$ cat src/bpfs_pkg.sv
package bpfs_pkg;

  // Register byte addresses
  localparam logic [3:0] BPFS_BUSCTL_ADDR = 4'h0;
  localparam logic [3:0] BPFS_STROBE_ADDR = 4'h4;
  localparam logic [3:0] BPFS_SELECT_ADDR = 4'h8;
  localparam logic [3:0] BPFS_SDRAM_ADDR = 4'hC;

  // Reset values: every pin starts as general-purpose I/O
  localparam logic [15:0] BPFS_BUSCTL_RST = 16'h0000;
  localparam logic [7:0] BPFS_STROBE_RST = 8'h00;
  localparam logic [7:0] BPFS_SELECT_RST = 8'h00;
  localparam logic [1:0] BPFS_STEER_RST = 2'h0;

  // Field positions
  localparam int BPFS_START_LSB = 2;
  localparam int BPFS_INPROG_LSB = 0;
  localparam int BPFS_STEER_LSB = 6;

  // Writable masks; reserved bits read as zero
  localparam logic [15:0] BPFS_BUSCTL_MASK = 16'h000F;
  localparam logic [7:0] BPFS_STROBE_MASK = 8'h0F;
  localparam logic [7:0] BPFS_SELECT_MASK = 8'hFE;

  // AXI response codes
  localparam logic [1:0] BPFS_RESP_OKAY = 2'h0;
  localparam logic [1:0] BPFS_RESP_SLVERR = 2'h2;

  // Function selected for a pin
  typedef enum logic [1:0] {
    BPFS_FN_GPIO = 2'b00,
    BPFS_FN_BUS = 2'b01,
    BPFS_FN_DMA = 2'b10,
    BPFS_FN_SDRAM = 2'b11
  } bpfs_fn_t;

  // Whole routing state of all pins
  typedef struct packed {
    bpfs_fn_t start_fn;
    bpfs_fn_t inprog_fn;
    logic [3:0] strobe_bus;
    logic [7:1] select_fn_on;
    logic [3:2] select_sdram;
  } bpfs_route_t;

endpackage

$ cat src/bpfs_decode.sv
`timescale 1ns/100ps
module bpfs_decode
  import bpfs_pkg::*;
(
  input wire logic [15:0] busctl_i,
  input wire logic [7:0] strobe_i,
  input wire logic [7:0] select_i,
  input wire logic [1:0] steer_i,
  output bpfs_route_t route_o
);

  // Two-bit field to function; upper bit clear means GPIO
  function automatic bpfs_fn_t two_bit_fn(input logic [1:0] f);
    if (!f[1]) begin
      return BPFS_FN_GPIO;
    end
    return f[0] ? BPFS_FN_BUS : BPFS_FN_DMA;
  endfunction

  // Pure decode, registered by the parent
  always_comb begin
    route_o.start_fn = two_bit_fn(busctl_i[BPFS_START_LSB +: 2]);
    route_o.inprog_fn = two_bit_fn(busctl_i[BPFS_INPROG_LSB +: 2]);
    route_o.strobe_bus = strobe_i[3:0];
    route_o.select_fn_on = select_i[7:1];
    // Steering only matters where the assign bit is set
    route_o.select_sdram[2] = select_i[2] & steer_i[0];
    route_o.select_sdram[3] = select_i[3] & steer_i[1];
  end

endmodule

$ cat src/bpfs_top.sv
// Local design decisions: the AXI4-Lite interface to the registers and the address map.
`timescale 1ns/100ps
module bpfs_top
  import bpfs_pkg::*;
(
  input wire logic mclk_i,
  input wire logic rst_n_i,
  input wire logic [3:0] s_axi_awaddr_i,
  input wire logic s_axi_awvalid_i,
  output logic s_axi_awready_o,
  input wire logic [31:0] s_axi_wdata_i,
  input wire logic [3:0] s_axi_wstrb_i,
  input wire logic s_axi_wvalid_i,
  output logic s_axi_wready_o,
  output logic [1:0] s_axi_bresp_o,
  output logic s_axi_bvalid_o,
  input wire logic s_axi_bready_i,
  input wire logic [3:0] s_axi_araddr_i,
  input wire logic s_axi_arvalid_i,
  output logic s_axi_arready_o,
  output logic [31:0] s_axi_rdata_o,
  output logic [1:0] s_axi_rresp_o,
  output logic s_axi_rvalid_o,
  input wire logic s_axi_rready_i,
  output bpfs_route_t route_o
);

  logic [15:0] busctl_reg;
  logic [7:0] strobe_reg;
  logic [7:0] select_reg;
  logic [1:0] steer_reg;
  logic aw_held_reg;
  logic w_held_reg;
  logic [3:0] aw_addr_reg;
  logic [31:0] w_data_reg;
  logic [3:0] w_strb_reg;
  logic do_write;
  logic [31:0] rd_word;
  logic rd_hit;
  bpfs_route_t route_next;

  // Merge new bytes under strobe, then keep writable bits only
  function automatic logic [31:0] merge(input logic [31:0] old,
                                        input logic [31:0] nw,
                                        input logic [3:0] st,
                                        input logic [31:0] mask);
    logic [31:0] r;
    r = old;
    for (int i = 0; i < 4; i++) begin
      if (st[i]) begin
        r[8*i +: 8] = nw[8*i +: 8];
      end
    end
    return r & mask;
  endfunction

  // Address and data are caught in either order
  always_ff @(posedge mclk_i or negedge rst_n_i) begin
    if (!rst_n_i) begin
      aw_held_reg <= 1'b0;
      aw_addr_reg <= 4'h0;
    end else if (s_axi_awvalid_i && s_axi_awready_o) begin
      aw_held_reg <= 1'b1;
      aw_addr_reg <= s_axi_awaddr_i;
    end else if (do_write) begin
      aw_held_reg <= 1'b0;
    end
  end

  always_ff @(posedge mclk_i or negedge rst_n_i) begin
    if (!rst_n_i) begin
      w_held_reg <= 1'b0;
      w_data_reg <= 32'h0000_0000;
      w_strb_reg <= 4'h0;
    end else if (s_axi_wvalid_i && s_axi_wready_o) begin
      w_held_reg <= 1'b1;
      w_data_reg <= s_axi_wdata_i;
      w_strb_reg <= s_axi_wstrb_i;
    end else if (do_write) begin
      w_held_reg <= 1'b0;
    end
  end

  // Ready drops once a channel is held so a second beat cannot slip in
  always_ff @(posedge mclk_i or negedge rst_n_i) begin
    if (!rst_n_i) begin
      s_axi_awready_o <= 1'b0;
      s_axi_wready_o <= 1'b0;
    end else begin
      s_axi_awready_o <= !aw_held_reg && !(s_axi_awvalid_i && s_axi_awready_o)
                         && !s_axi_bvalid_o;
      s_axi_wready_o <= !w_held_reg && !(s_axi_wvalid_i && s_axi_wready_o)
                        && !s_axi_bvalid_o;
    end
  end

  assign do_write = aw_held_reg && w_held_reg && !s_axi_bvalid_o;

  // Register writes; reserved bits masked so they always read zero
  always_ff @(posedge mclk_i or negedge rst_n_i) begin
    if (!rst_n_i) begin
      busctl_reg <= BPFS_BUSCTL_RST;
      strobe_reg <= BPFS_STROBE_RST;
      select_reg <= BPFS_SELECT_RST;
      steer_reg <= BPFS_STEER_RST;
    end else if (do_write) begin
      unique case (aw_addr_reg)
        BPFS_BUSCTL_ADDR: begin
          busctl_reg <= 16'(merge({16'h0000, busctl_reg}, w_data_reg,
                            w_strb_reg, {16'h0000, BPFS_BUSCTL_MASK}));
        end
        BPFS_STROBE_ADDR: begin
          strobe_reg <= 8'(merge({24'h000000, strobe_reg}, w_data_reg,
                           w_strb_reg, {24'h000000, BPFS_STROBE_MASK}));
        end
        BPFS_SELECT_ADDR: begin
          select_reg <= 8'(merge({24'h000000, select_reg}, w_data_reg,
                           w_strb_reg, {24'h000000, BPFS_SELECT_MASK}));
        end
        BPFS_SDRAM_ADDR: begin
          if (w_strb_reg[0]) begin
            steer_reg <= w_data_reg[BPFS_STEER_LSB +: 2];
          end
        end
        default: begin
        end
      endcase
    end
  end

  // Write response one cycle after both halves are held
  always_ff @(posedge mclk_i or negedge rst_n_i) begin
    if (!rst_n_i) begin
      s_axi_bvalid_o <= 1'b0;
      s_axi_bresp_o <= BPFS_RESP_OKAY;
    end else if (do_write) begin
      s_axi_bvalid_o <= 1'b1;
      s_axi_bresp_o <= (aw_addr_reg[1:0] == 2'h0) ? BPFS_RESP_OKAY
                                                   : BPFS_RESP_SLVERR;
    end else if (s_axi_bready_i) begin
      s_axi_bvalid_o <= 1'b0;
    end
  end

  // Read mux; every aligned word in the 16-byte space is mapped
  always_comb begin
    rd_word = 32'h0000_0000;
    rd_hit = (s_axi_araddr_i[1:0] == 2'h0);
    unique case (s_axi_araddr_i)
      BPFS_BUSCTL_ADDR: rd_word = {16'h0000, busctl_reg};
      BPFS_STROBE_ADDR: rd_word = {24'h000000, strobe_reg};
      BPFS_SELECT_ADDR: rd_word = {24'h000000, select_reg};
      BPFS_SDRAM_ADDR: rd_word = 32'(steer_reg) << BPFS_STEER_LSB;
      default: rd_word = 32'h0000_0000;
    endcase
  end

  // Read: one cycle address accept, data the next
  always_ff @(posedge mclk_i or negedge rst_n_i) begin
    if (!rst_n_i) begin
      s_axi_arready_o <= 1'b0;
      s_axi_rvalid_o <= 1'b0;
      s_axi_rdata_o <= 32'h0000_0000;
      s_axi_rresp_o <= BPFS_RESP_OKAY;
    end else begin
      s_axi_arready_o <= !s_axi_rvalid_o && !s_axi_arready_o
                         && s_axi_arvalid_i;
      if (s_axi_arvalid_i && s_axi_arready_o) begin
        s_axi_rvalid_o <= 1'b1;
        s_axi_rdata_o <= rd_word;
        s_axi_rresp_o <= rd_hit ? BPFS_RESP_OKAY : BPFS_RESP_SLVERR;
      end else if (s_axi_rready_i) begin
        s_axi_rvalid_o <= 1'b0;
      end
    end
  end

  bpfs_decode u_decode (
    .busctl_i(busctl_reg),
    .strobe_i(strobe_reg),
    .select_i(select_reg),
    .steer_i(steer_reg),
    .route_o(route_next)
  );

  // Routing is registered so pins never see decode glitches
  always_ff @(posedge mclk_i or negedge rst_n_i) begin
    if (!rst_n_i) begin
      route_o <= '0;
    end else begin
      route_o <= route_next;
    end
  end

  property p_start_route;
    @(posedge mclk_i) disable iff (!rst_n_i)
    busctl_reg[3:2] == 2'b10 |=> route_o.start_fn == BPFS_FN_DMA;
  endproperty
  a_start_route: assert property (p_start_route)
    else $error("start pin not on DMA acknowledge");

  property p_inprog_route;
    @(posedge mclk_i) disable iff (!rst_n_i)
    !busctl_reg[1] |=> route_o.inprog_fn == BPFS_FN_GPIO;
  endproperty
  a_inprog_route: assert property (p_inprog_route)
    else $error("in-progress pin not on GPIO");

  property p_strobe_route;
    @(posedge mclk_i) disable iff (!rst_n_i)
    ##1 route_o.strobe_bus == $past(strobe_reg[3:0]);
  endproperty
  a_strobe_route: assert property (p_strobe_route)
    else $error("strobe routing mismatch");

  property p_reserved_zero;
    @(posedge mclk_i) disable iff (!rst_n_i)
    strobe_reg[7:4] == 4'h0 && select_reg[0] == 1'b0;
  endproperty
  a_reserved_zero: assert property (p_reserved_zero)
    else $error("reserved bit held a one");

  property p_select_high;
    @(posedge mclk_i) disable iff (!rst_n_i)
    $changed(select_reg[7:4]) |=> route_o.select_fn_on[7:4] ==
      $past(select_reg[7:4]);
  endproperty
  a_select_high: assert property (p_select_high)
    else $error("high chip selects not routed");

  property p_sdram_gated;
    @(posedge mclk_i) disable iff (!rst_n_i)
    !select_reg[2] |=> !route_o.select_sdram[2] && !route_o.select_fn_on[2];
  endproperty
  a_sdram_gated: assert property (p_sdram_gated)
    else $error("steering acted on a GPIO pin");

  property p_steer;
    @(posedge mclk_i) disable iff (!rst_n_i)
    select_reg[3] && steer_reg == 2'b10 |=> route_o.select_sdram[3]
      && !route_o.select_sdram[2];
  endproperty
  a_steer: assert property (p_steer)
    else $error("steering code 10 misrouted");

  property p_select_one;
    @(posedge mclk_i) disable iff (!rst_n_i)
    select_reg[1] |=> route_o.select_fn_on[1];
  endproperty
  a_select_one: assert property (p_select_one)
    else $error("select pin one not on interface function");

  property p_start_gpio;
    @(posedge mclk_i) disable iff (!rst_n_i)
    !busctl_reg[3] |=> route_o.start_fn == BPFS_FN_GPIO;
  endproperty
  a_start_gpio: assert property (p_start_gpio)
    else $error("start pin not on GPIO");

  property p_start_bus;
    @(posedge mclk_i) disable iff (!rst_n_i)
    busctl_reg[3:2] == 2'h3 |=> route_o.start_fn == BPFS_FN_BUS;
  endproperty
  a_start_bus: assert property (p_start_bus)
    else $error("start pin not on bus function");

  property p_inprog_dma;
    @(posedge mclk_i) disable iff (!rst_n_i)
    busctl_reg[1:0] == 2'h2 |=> route_o.inprog_fn == BPFS_FN_DMA;
  endproperty
  a_inprog_dma: assert property (p_inprog_dma)
    else $error("in-progress pin not on DMA request");

  property p_select_one_gpio;
    @(posedge mclk_i) disable iff (!rst_n_i)
    !select_reg[1] |=> !route_o.select_fn_on[1];
  endproperty
  a_select_one_gpio: assert property (p_select_one_gpio)
    else $error("select pin one not on GPIO");

  property p_steer_pin_two;
    @(posedge mclk_i) disable iff (!rst_n_i)
    select_reg[2] && steer_reg[0] |=> route_o.select_sdram[2];
  endproperty
  a_steer_pin_two: assert property (p_steer_pin_two)
    else $error("pin two not on SDRAM select");

  // Write response must follow the internal write strobe
  property p_write_answer;
    @(posedge mclk_i) disable iff (!rst_n_i)
    do_write |=> s_axi_bvalid_o;
  endproperty
  a_write_answer: assert property (p_write_answer)
    else $error("write response missing");

  // Read data must follow an accepted read address
  property p_read_answer;
    @(posedge mclk_i) disable iff (!rst_n_i)
    s_axi_arvalid_i && s_axi_arready_o |=> s_axi_rvalid_o;
  endproperty
  a_read_answer: assert property (p_read_answer)
    else $error("read data missing");

endmodule

$ cat config.mk
export PLATFORM = sky130hd
export DESIGN_NAME = bpfs_top
export DESIGN_NICKNAME = d
export VERILOG_FILES = /design/src/bpfs_pkg.sv /design/src/bpfs_decode.sv /design/src/bpfs_top.sv
export SDC_FILE = /design/constraint.sdc
export NUM_CORES = 1
export LEC_CHECK = 0
export BUFFER_PORTS_ARGS = -buffer_cell sky130_fd_sc_hd__buf_4
export CORE_ASPECT_RATIO = 0.5
export CORE_MARGIN = 2
export CORE_UTILIZATION = 43
export CTS_CLUSTER_SIZE = 25
export DETAILED_ROUTE_END_ITERATION = 10
export PLACE_DENSITY = 0.72
export SLEW_MARGIN = 20
export SYNTH_ARGS = -nofsm -noshare
export SYNTH_HDL_FRONTEND = slang
export SYNTH_SLANG_ARGS = --single-unit
export TNS_END_PERCENT = 10
$ cat constraint.sdc
create_clock -name mclk_i -period 1.6 [get_ports mclk_i]
set_input_delay 0.16 -clock mclk_i [delete_from_list [all_inputs] [get_ports mclk_i]]
set_output_delay 0.16 -clock mclk_i [all_outputs]
set_load 0.005 [all_outputs]
==> flow_summary.toml, run 1 <==
[outcome]
outcome = "complete, but fails checks"
violations = "negative setup slack"

[worst_setup_path]
cp-end-kind = "flip-flop"
crit_arrival_ns = 1.95
required_ns = 1.80
crit_fanout = 4
ff2ff_path_depth = 3
r2r-start = "aw_addr_reg[3]$_DFFE_PN0P_"
criticalPathCategory = "reg -> reg"
rrSetupSlack_ns = -0.15
crit_path_start_kind = "flip-flop"
reg2reg_to = "strobe_reg[2]$_DFFE_PN0P_"

[layout]
layout_common_cells = "dfrtp_1, buf_4, mux2_2, conb_1, nand2_1"
largest_reg_flops = 17
utilization_pct = 60.0
antennaDiodeCount = 0
fin_cells = 340
area_growth_pct = 30.9
final_nets = 313
multi_input_area_um2 = 861
fill_cells = 452
ff_latch_area_um2 = 1600
drive_above_1_share_pct = 43.1
fin_area_um2 = 3380

[die]
ios = 109
placementRows = 19
core_area_um2 = 5630
die_y_um = 58.8
design.die.area_um2 = 6680
start_util_pct = 45.8
die_width_um = 114

[synthesis]
synth-seq-area-share_pct = 62.0
netlist_instances = 190
avgSynthCellArea_um2 = 13.6
synth.distinct_cells = 28
synth_area_leaders = "dfrtp_1, mux2_2, buf_4"
synth.top_cell.area_share_pct = 62.0
ys_seq_elements = 64
synth_area_um2 = 2580
yosys_warnings = 0
synth_top_area_cell = "dfrtp_1"

[grt]
antenna_found_initial = 0
grt_pass1_wl_um = 7910
grtUsageMet1_pct = 19.1
grt_pass1_vias = 1650
grt_overflow_total = 0
use_met3_pct = 7.21
gr-usage-met2_pct = 25.7
track_usage_pct = 15.9
grt_max_degree = 39
busiest_layer = "met2"

[sta]
rsz0062_at_grt = "true"
min_period_ns = 1.75
worstMarginPinSlew_ns = 0.498
slew_viol_final = 0
period_share_pct = 109
finClkSkew_ns = 0.00549
setup_slack_ns = -0.148
hold_slack_ns = 0.0152
relSlewSlack_pct = 66.7
hold_viol = 0
setup_viol = 8
max_freq_mhz = 572

[detailed_routing]
vias_per_cell = 4.73
vias = 1607
routedWlPerCell_um = 14.1
remaining_drc_errors = 0
first_iter_violations = 50
routed_wirelength_um = 4800
drtPass1Iterations = 4
final_antenna_net_count = 0

[clocking]
cts.htree.levels = 3
cts_root_buffer = "clkbuf_16"
clock_sinks = 64
clk_path_buf_depth = 2
clkTransAtPathRegs_ns = 0.05
clkLatencyLatePin_ns = 0.32
cts_tree = "done"
cts_setup_buffers = 0
numCtsBuffers = 9

[placement]
portBuffers = 55
post-dp-hpwl_um = 3520
gp_congestion = 0.702
dp_cells = 323
place_area_um2 = 3060

[hold_path]
worstHoldEndpoint = "s_axi_bvalid_o$_DFFE_PN0P_"
min_from = "s_axi_bready_i"
whs_path_depth = 2
hold_path.class = "in -> reg"

[power]
ir_worst_vdd_v = 0.000728
p_total_mw = 5.49
p_leak_nw = 1.73
powerDensity_nw_per_um2 = 1630

[flow_run]
drv_cap = 0
[worst max-delay path: stages, from the launching register on]
cell     delay, ns
dfrtp_1       0.37
or4b_4        0.55
or3_4         0.40
mux2_4        0.31
[cell families after synthesis]
kind of cell	after synthesis	synth area share [%]
other	1	0.145
AO/OA/AOI/OAI	18	4.26
AND/OR/NAND/NOR	37	8.72
multiplexers	36	16.1
buffers and inverters	34	8.72
flip-flops	64	62.0
[synth_stat cells]
cell,n
dfrtp_1,64
mux2i_1,3
nand4_1,3
conb_1,1
nor3_1,1
nor3_2,1
o31ai_1,1
nand4bb_1,1
mux2_4,4
or4b_4,1
and3_1,1
and3b_1,1
a22oi_1,3
nor4b_1,1
clkbuf_1,4
and2_1,5
inv_1,4
nand2_1,12
mux2_2,29
o21ai_0,11
nand3b_1,1
nor2_1,2
buf_4,26
a211oi_1,1
nor3b_1,2
nor2b_1,4
or3_4,1
a22o_1,2
[worst max path at each step]
stage                     depth (start not counted)  slack [ns]                        from                         to
after floorplan                                   3       -0.10  aw_addr_reg[3]$_DFFE_PN0P_  strobe_reg[0]$_DFFE_PN0P_
after global placement                            3       -0.12  aw_addr_reg[3]$_DFFE_PN0P_  strobe_reg[2]$_DFFE_PN0P_
after detailed placement                          3       -0.14  aw_addr_reg[3]$_DFFE_PN0P_  strobe_reg[2]$_DFFE_PN0P_
after CTS                                         3       -0.15  aw_addr_reg[3]$_DFFE_PN0P_  strobe_reg[2]$_DFFE_PN0P_
after global routing                              3       -0.19  aw_addr_reg[3]$_DFFE_PN0P_  strobe_reg[2]$_DFFE_PN0P_
final                                             3       -0.15  aw_addr_reg[3]$_DFFE_PN0P_  strobe_reg[2]$_DFFE_PN0P_
[metrics by stage]
step / setup WS (ns) / setup TNS (ns)
after CTS: -0.150 / -0.787
after floorplan: -0.104 / -0.468
after global placement: -0.120 / -0.534
after global routing: -0.188 / -1.23
after detailed placement: -0.140 / -0.708
final: -0.148 / -0.731
[power breakdown]
part	leakage [nW]	total (mW)	switching (mW)	internal (mW)
Clock	0.150	1.92	0.636	1.28
Combinational	0.740	1.14	0.424	0.721
Sequential	0.842	2.43	0.328	2.10
[area by class of cell]
cell class,count,area share (%)
flip-flops and latches,64,47.4
multi-input cells,117,25.5
repair buffers,66,15.1
clock buffers,13,7.70
well taps,73,2.70
clock inverters,3,1.18
inverters,4,0.444
[per-layer routing]
layer  part of all wire, %  vias up
met5                     0        -
met4                   1.7        0
met3                   7.9        9
met2                    48       70
met1                    42      774
li1                      -      754
[timing repair]
item / 4_1_cts / 5_1_grt
pin swaps: 0 / 0
endpoints found under the setup margin: 8 / 8
gates resized for setup: 3 / 0
endpoints found under the hold margin: 36 / 0
hold buffers: 1 / 0
No activity file was read; power rests on OpenSTA's default activity.
==> run 2, diff against run 1 <==
--- a/config.mk
+++ b/config.mk
@@ -9,7 +9,6 @@
 export CORE_ASPECT_RATIO = 0.5
 export CORE_MARGIN = 2
 export CORE_UTILIZATION = 43
-export CTS_CLUSTER_SIZE = 25
 export DETAILED_ROUTE_END_ITERATION = 10
 export PLACE_DENSITY = 0.72
 export SLEW_MARGIN = 20
==> constraint.sdc (replaced) <==
create_clock -name mclk_i -period 1.6 [get_ports mclk_i]
set_input_delay 0.32 -clock mclk_i [delete_from_list [all_inputs] [get_ports mclk_i]]
set_output_delay 0.32 -clock mclk_i [all_outputs]
set_load 0.005 [all_outputs]
==> run 2 against run 1 <==
Net effect: the flow still finishes with violations (negative setup slack); power up 0.45%; final area down 0.22%; non-clock buffer count down 1; worst hold slack better by 0.15 ns; utilization down 0.13 points; combinational power about the same; worst setup slack worse by 0.0023 ns; routed wire length up 3.4%; flip-flop and latch count unchanged.
==> flow_summary.toml, run 2 (same netlist as run 1, synthesis figures left out) <==
[outcome]
outcome = "complete, but fails checks"
violations = "negative setup slack"

[detailed_routing]
vias_per_cell = 4.79
first_iter_violations = 91
routed_wirelength_um = 4970
routedWlPerCell_um = 14.7
vias = 1624
drtPass1Iterations = 4
final_antenna_net_count = 0
remaining_drc_errors = 0

[power]
p_leak_nw = 1.73
p_total_mw = 5.52
ir_worst_vdd_v = 0.000606
powerDensity_nw_per_um2 = 1640

[worst_setup_path]
worstPathCellList = "or4b_4 > or3_4 > mux2_4"
reg2reg_to = "strobe_reg[3]$_DFFE_PN0P_"
cp-end-kind = "flip-flop"
slowest_stage = "or4b_4"
crit_fanout = 4
r2r-start = "aw_addr_reg[3]$_DFFE_PN0P_"
ff2ff_path_depth = 3
crit_path_start_kind = "flip-flop"
cpPeakStageDelay_ns = 0.55
crit_arrival_ns = 1.96
rrSetupSlack_ns = -0.15
critPathBufInv = 0
criticalPathCategory = "reg -> reg"
required_ns = 1.81
path_delay_family = "simple AND/OR/NAND/NOR gates"

[placement]
portBuffers = 55
place_area_um2 = 3050
post-dp-hpwl_um = 3470
dp_cells = 322
place_ws_ns = -0.133
gp_congestion = 0.710

[die]
ios = 109
design.die.area_um2 = 6680
core_area_um2 = 5630
placementRows = 19
start_util_pct = 45.8
die_width_um = 114
die_y_um = 58.8

[sta]
setup_slack_ns = -0.150
min_period_ns = 1.75
hold_viol = 0
tns_ns = -0.758
max_freq_mhz = 571
slew_viol_final = 0
period_share_pct = 109
setup_viol = 8
finClkSkew_ns = 0.00509
rsz0062_at_grt = "true"
hold_slack_ns = 0.164

[clocking]
clkTransAtPathRegs_ns = 0.05
cts.htree.levels = 3
clock_sinks = 64
cts_tree = "done"
numCtsBuffers = 9
clkLatencyLatePin_ns = 0.33
clk_path_buf_depth = 2
cts_root_buffer = "clkbuf_16"

[hold_path]
whs_path_depth = 2
hold_path.class = "in -> reg"
worstHoldEndpoint = "s_axi_bvalid_o$_DFFE_PN0P_"
min_from = "s_axi_bready_i"

[layout]
utilization_pct = 59.8
layout_common_cells = "dfrtp_1, buf_4, mux2_2, conb_1, nand2_1"
fin_area_um2 = 3370
fill_cells = 441
fin_cells = 339
largest_reg_flops = 17
antennaDiodeCount = 0
area_growth_pct = 30.6
drive_above_1_share_pct = 42.9
final_nets = 312
layout_commonest_cell = "dfrtp_1"

[grt]
grt_pass1_wl_um = 7890
track_usage_pct = 16.0
grt_max_degree = 37
grt_pass1_vias = 1605
grt_overflow_total = 0
antenna_found_initial = 0

[flow_run]
drv_cap = 0
## run 2: changes by cell type in the layout (fill, tap and decap cells not counted), sizes merged
cell  previous run  this run
buf             65        64
## run 2: cell type report
cell class | instances | area, um2 | area share (%)
clock buffers | 13 | 260 | 7.72
well taps | 73 | 91.3 | 2.71
inverters | 4 | 15.0 | 0.445
repair buffers | 65 | 503 | 14.9
multi-input cells | 117 | 861 | 25.5
clock inverters | 3 | 40.0 | 1.19
flip-flops and latches | 64 | 1600 | 47.5
## run 2: how the worst max path moves through the flow
| stage | to | from | slack [ns] | depth (start not counted) |
|---|---|---|---|---|
| 2_1_floorplan | strobe_reg[0]$_DFFE_PN0P_ | aw_addr_reg[3]$_DFFE_PN0P_ | -0.10 | 3 |
| 5_1_grt | strobe_reg[3]$_DFFE_PN0P_ | aw_addr_reg[3]$_DFFE_PN0P_ | -0.18 | 3 |
| 6_report | strobe_reg[3]$_DFFE_PN0P_ | aw_addr_reg[3]$_DFFE_PN0P_ | -0.15 | 3 |
| 3_5_place_dp | strobe_reg[3]$_DFFE_PN0P_ | aw_addr_reg[3]$_DFFE_PN0P_ | -0.13 | 3 |
| 4_1_cts | strobe_reg[3]$_DFFE_PN0P_ | aw_addr_reg[3]$_DFFE_PN0P_ | -0.16 | 3 |
| 3_3_place_gp | strobe_reg[2]$_DFFE_PN0P_ | aw_addr_reg[3]$_DFFE_PN0P_ | -0.12 | 3 |
## run 2: layer usage
layer	routed length, um	vias up	track usage, %	part of all wire, %
met2	2450	60	26.4	49
met1	2090	810	18.8	42
met3	336	10	6.69	6.8
met4	84	0	6.79	1.7
li1	-	744	-	-
met5	0	-	0	0
## run 2: timing repair
action / CTS / global route
setup buffers: 0 / 0
hold endpoints to repair: 35 / 0
gates resized for setup: 3 / 0
endpoints found under the setup margin: 8 / 8
hold buffers: 1 / 0
pin swaps: 0 / 0
## run 2: worst reg2reg max path, cell delays in order (launching register included)
cell,delay (ns)
dfrtp_1,0.37
or4b_4,0.55
or3_4,0.40
mux2_4,0.32
## run 2: power by group
part           switching [mW]  leakage, nW  internal (mW)
Combinational           0.433        0.735          0.720
Clock                   0.651        0.150           1.28
Sequential              0.329        0.842           2.10
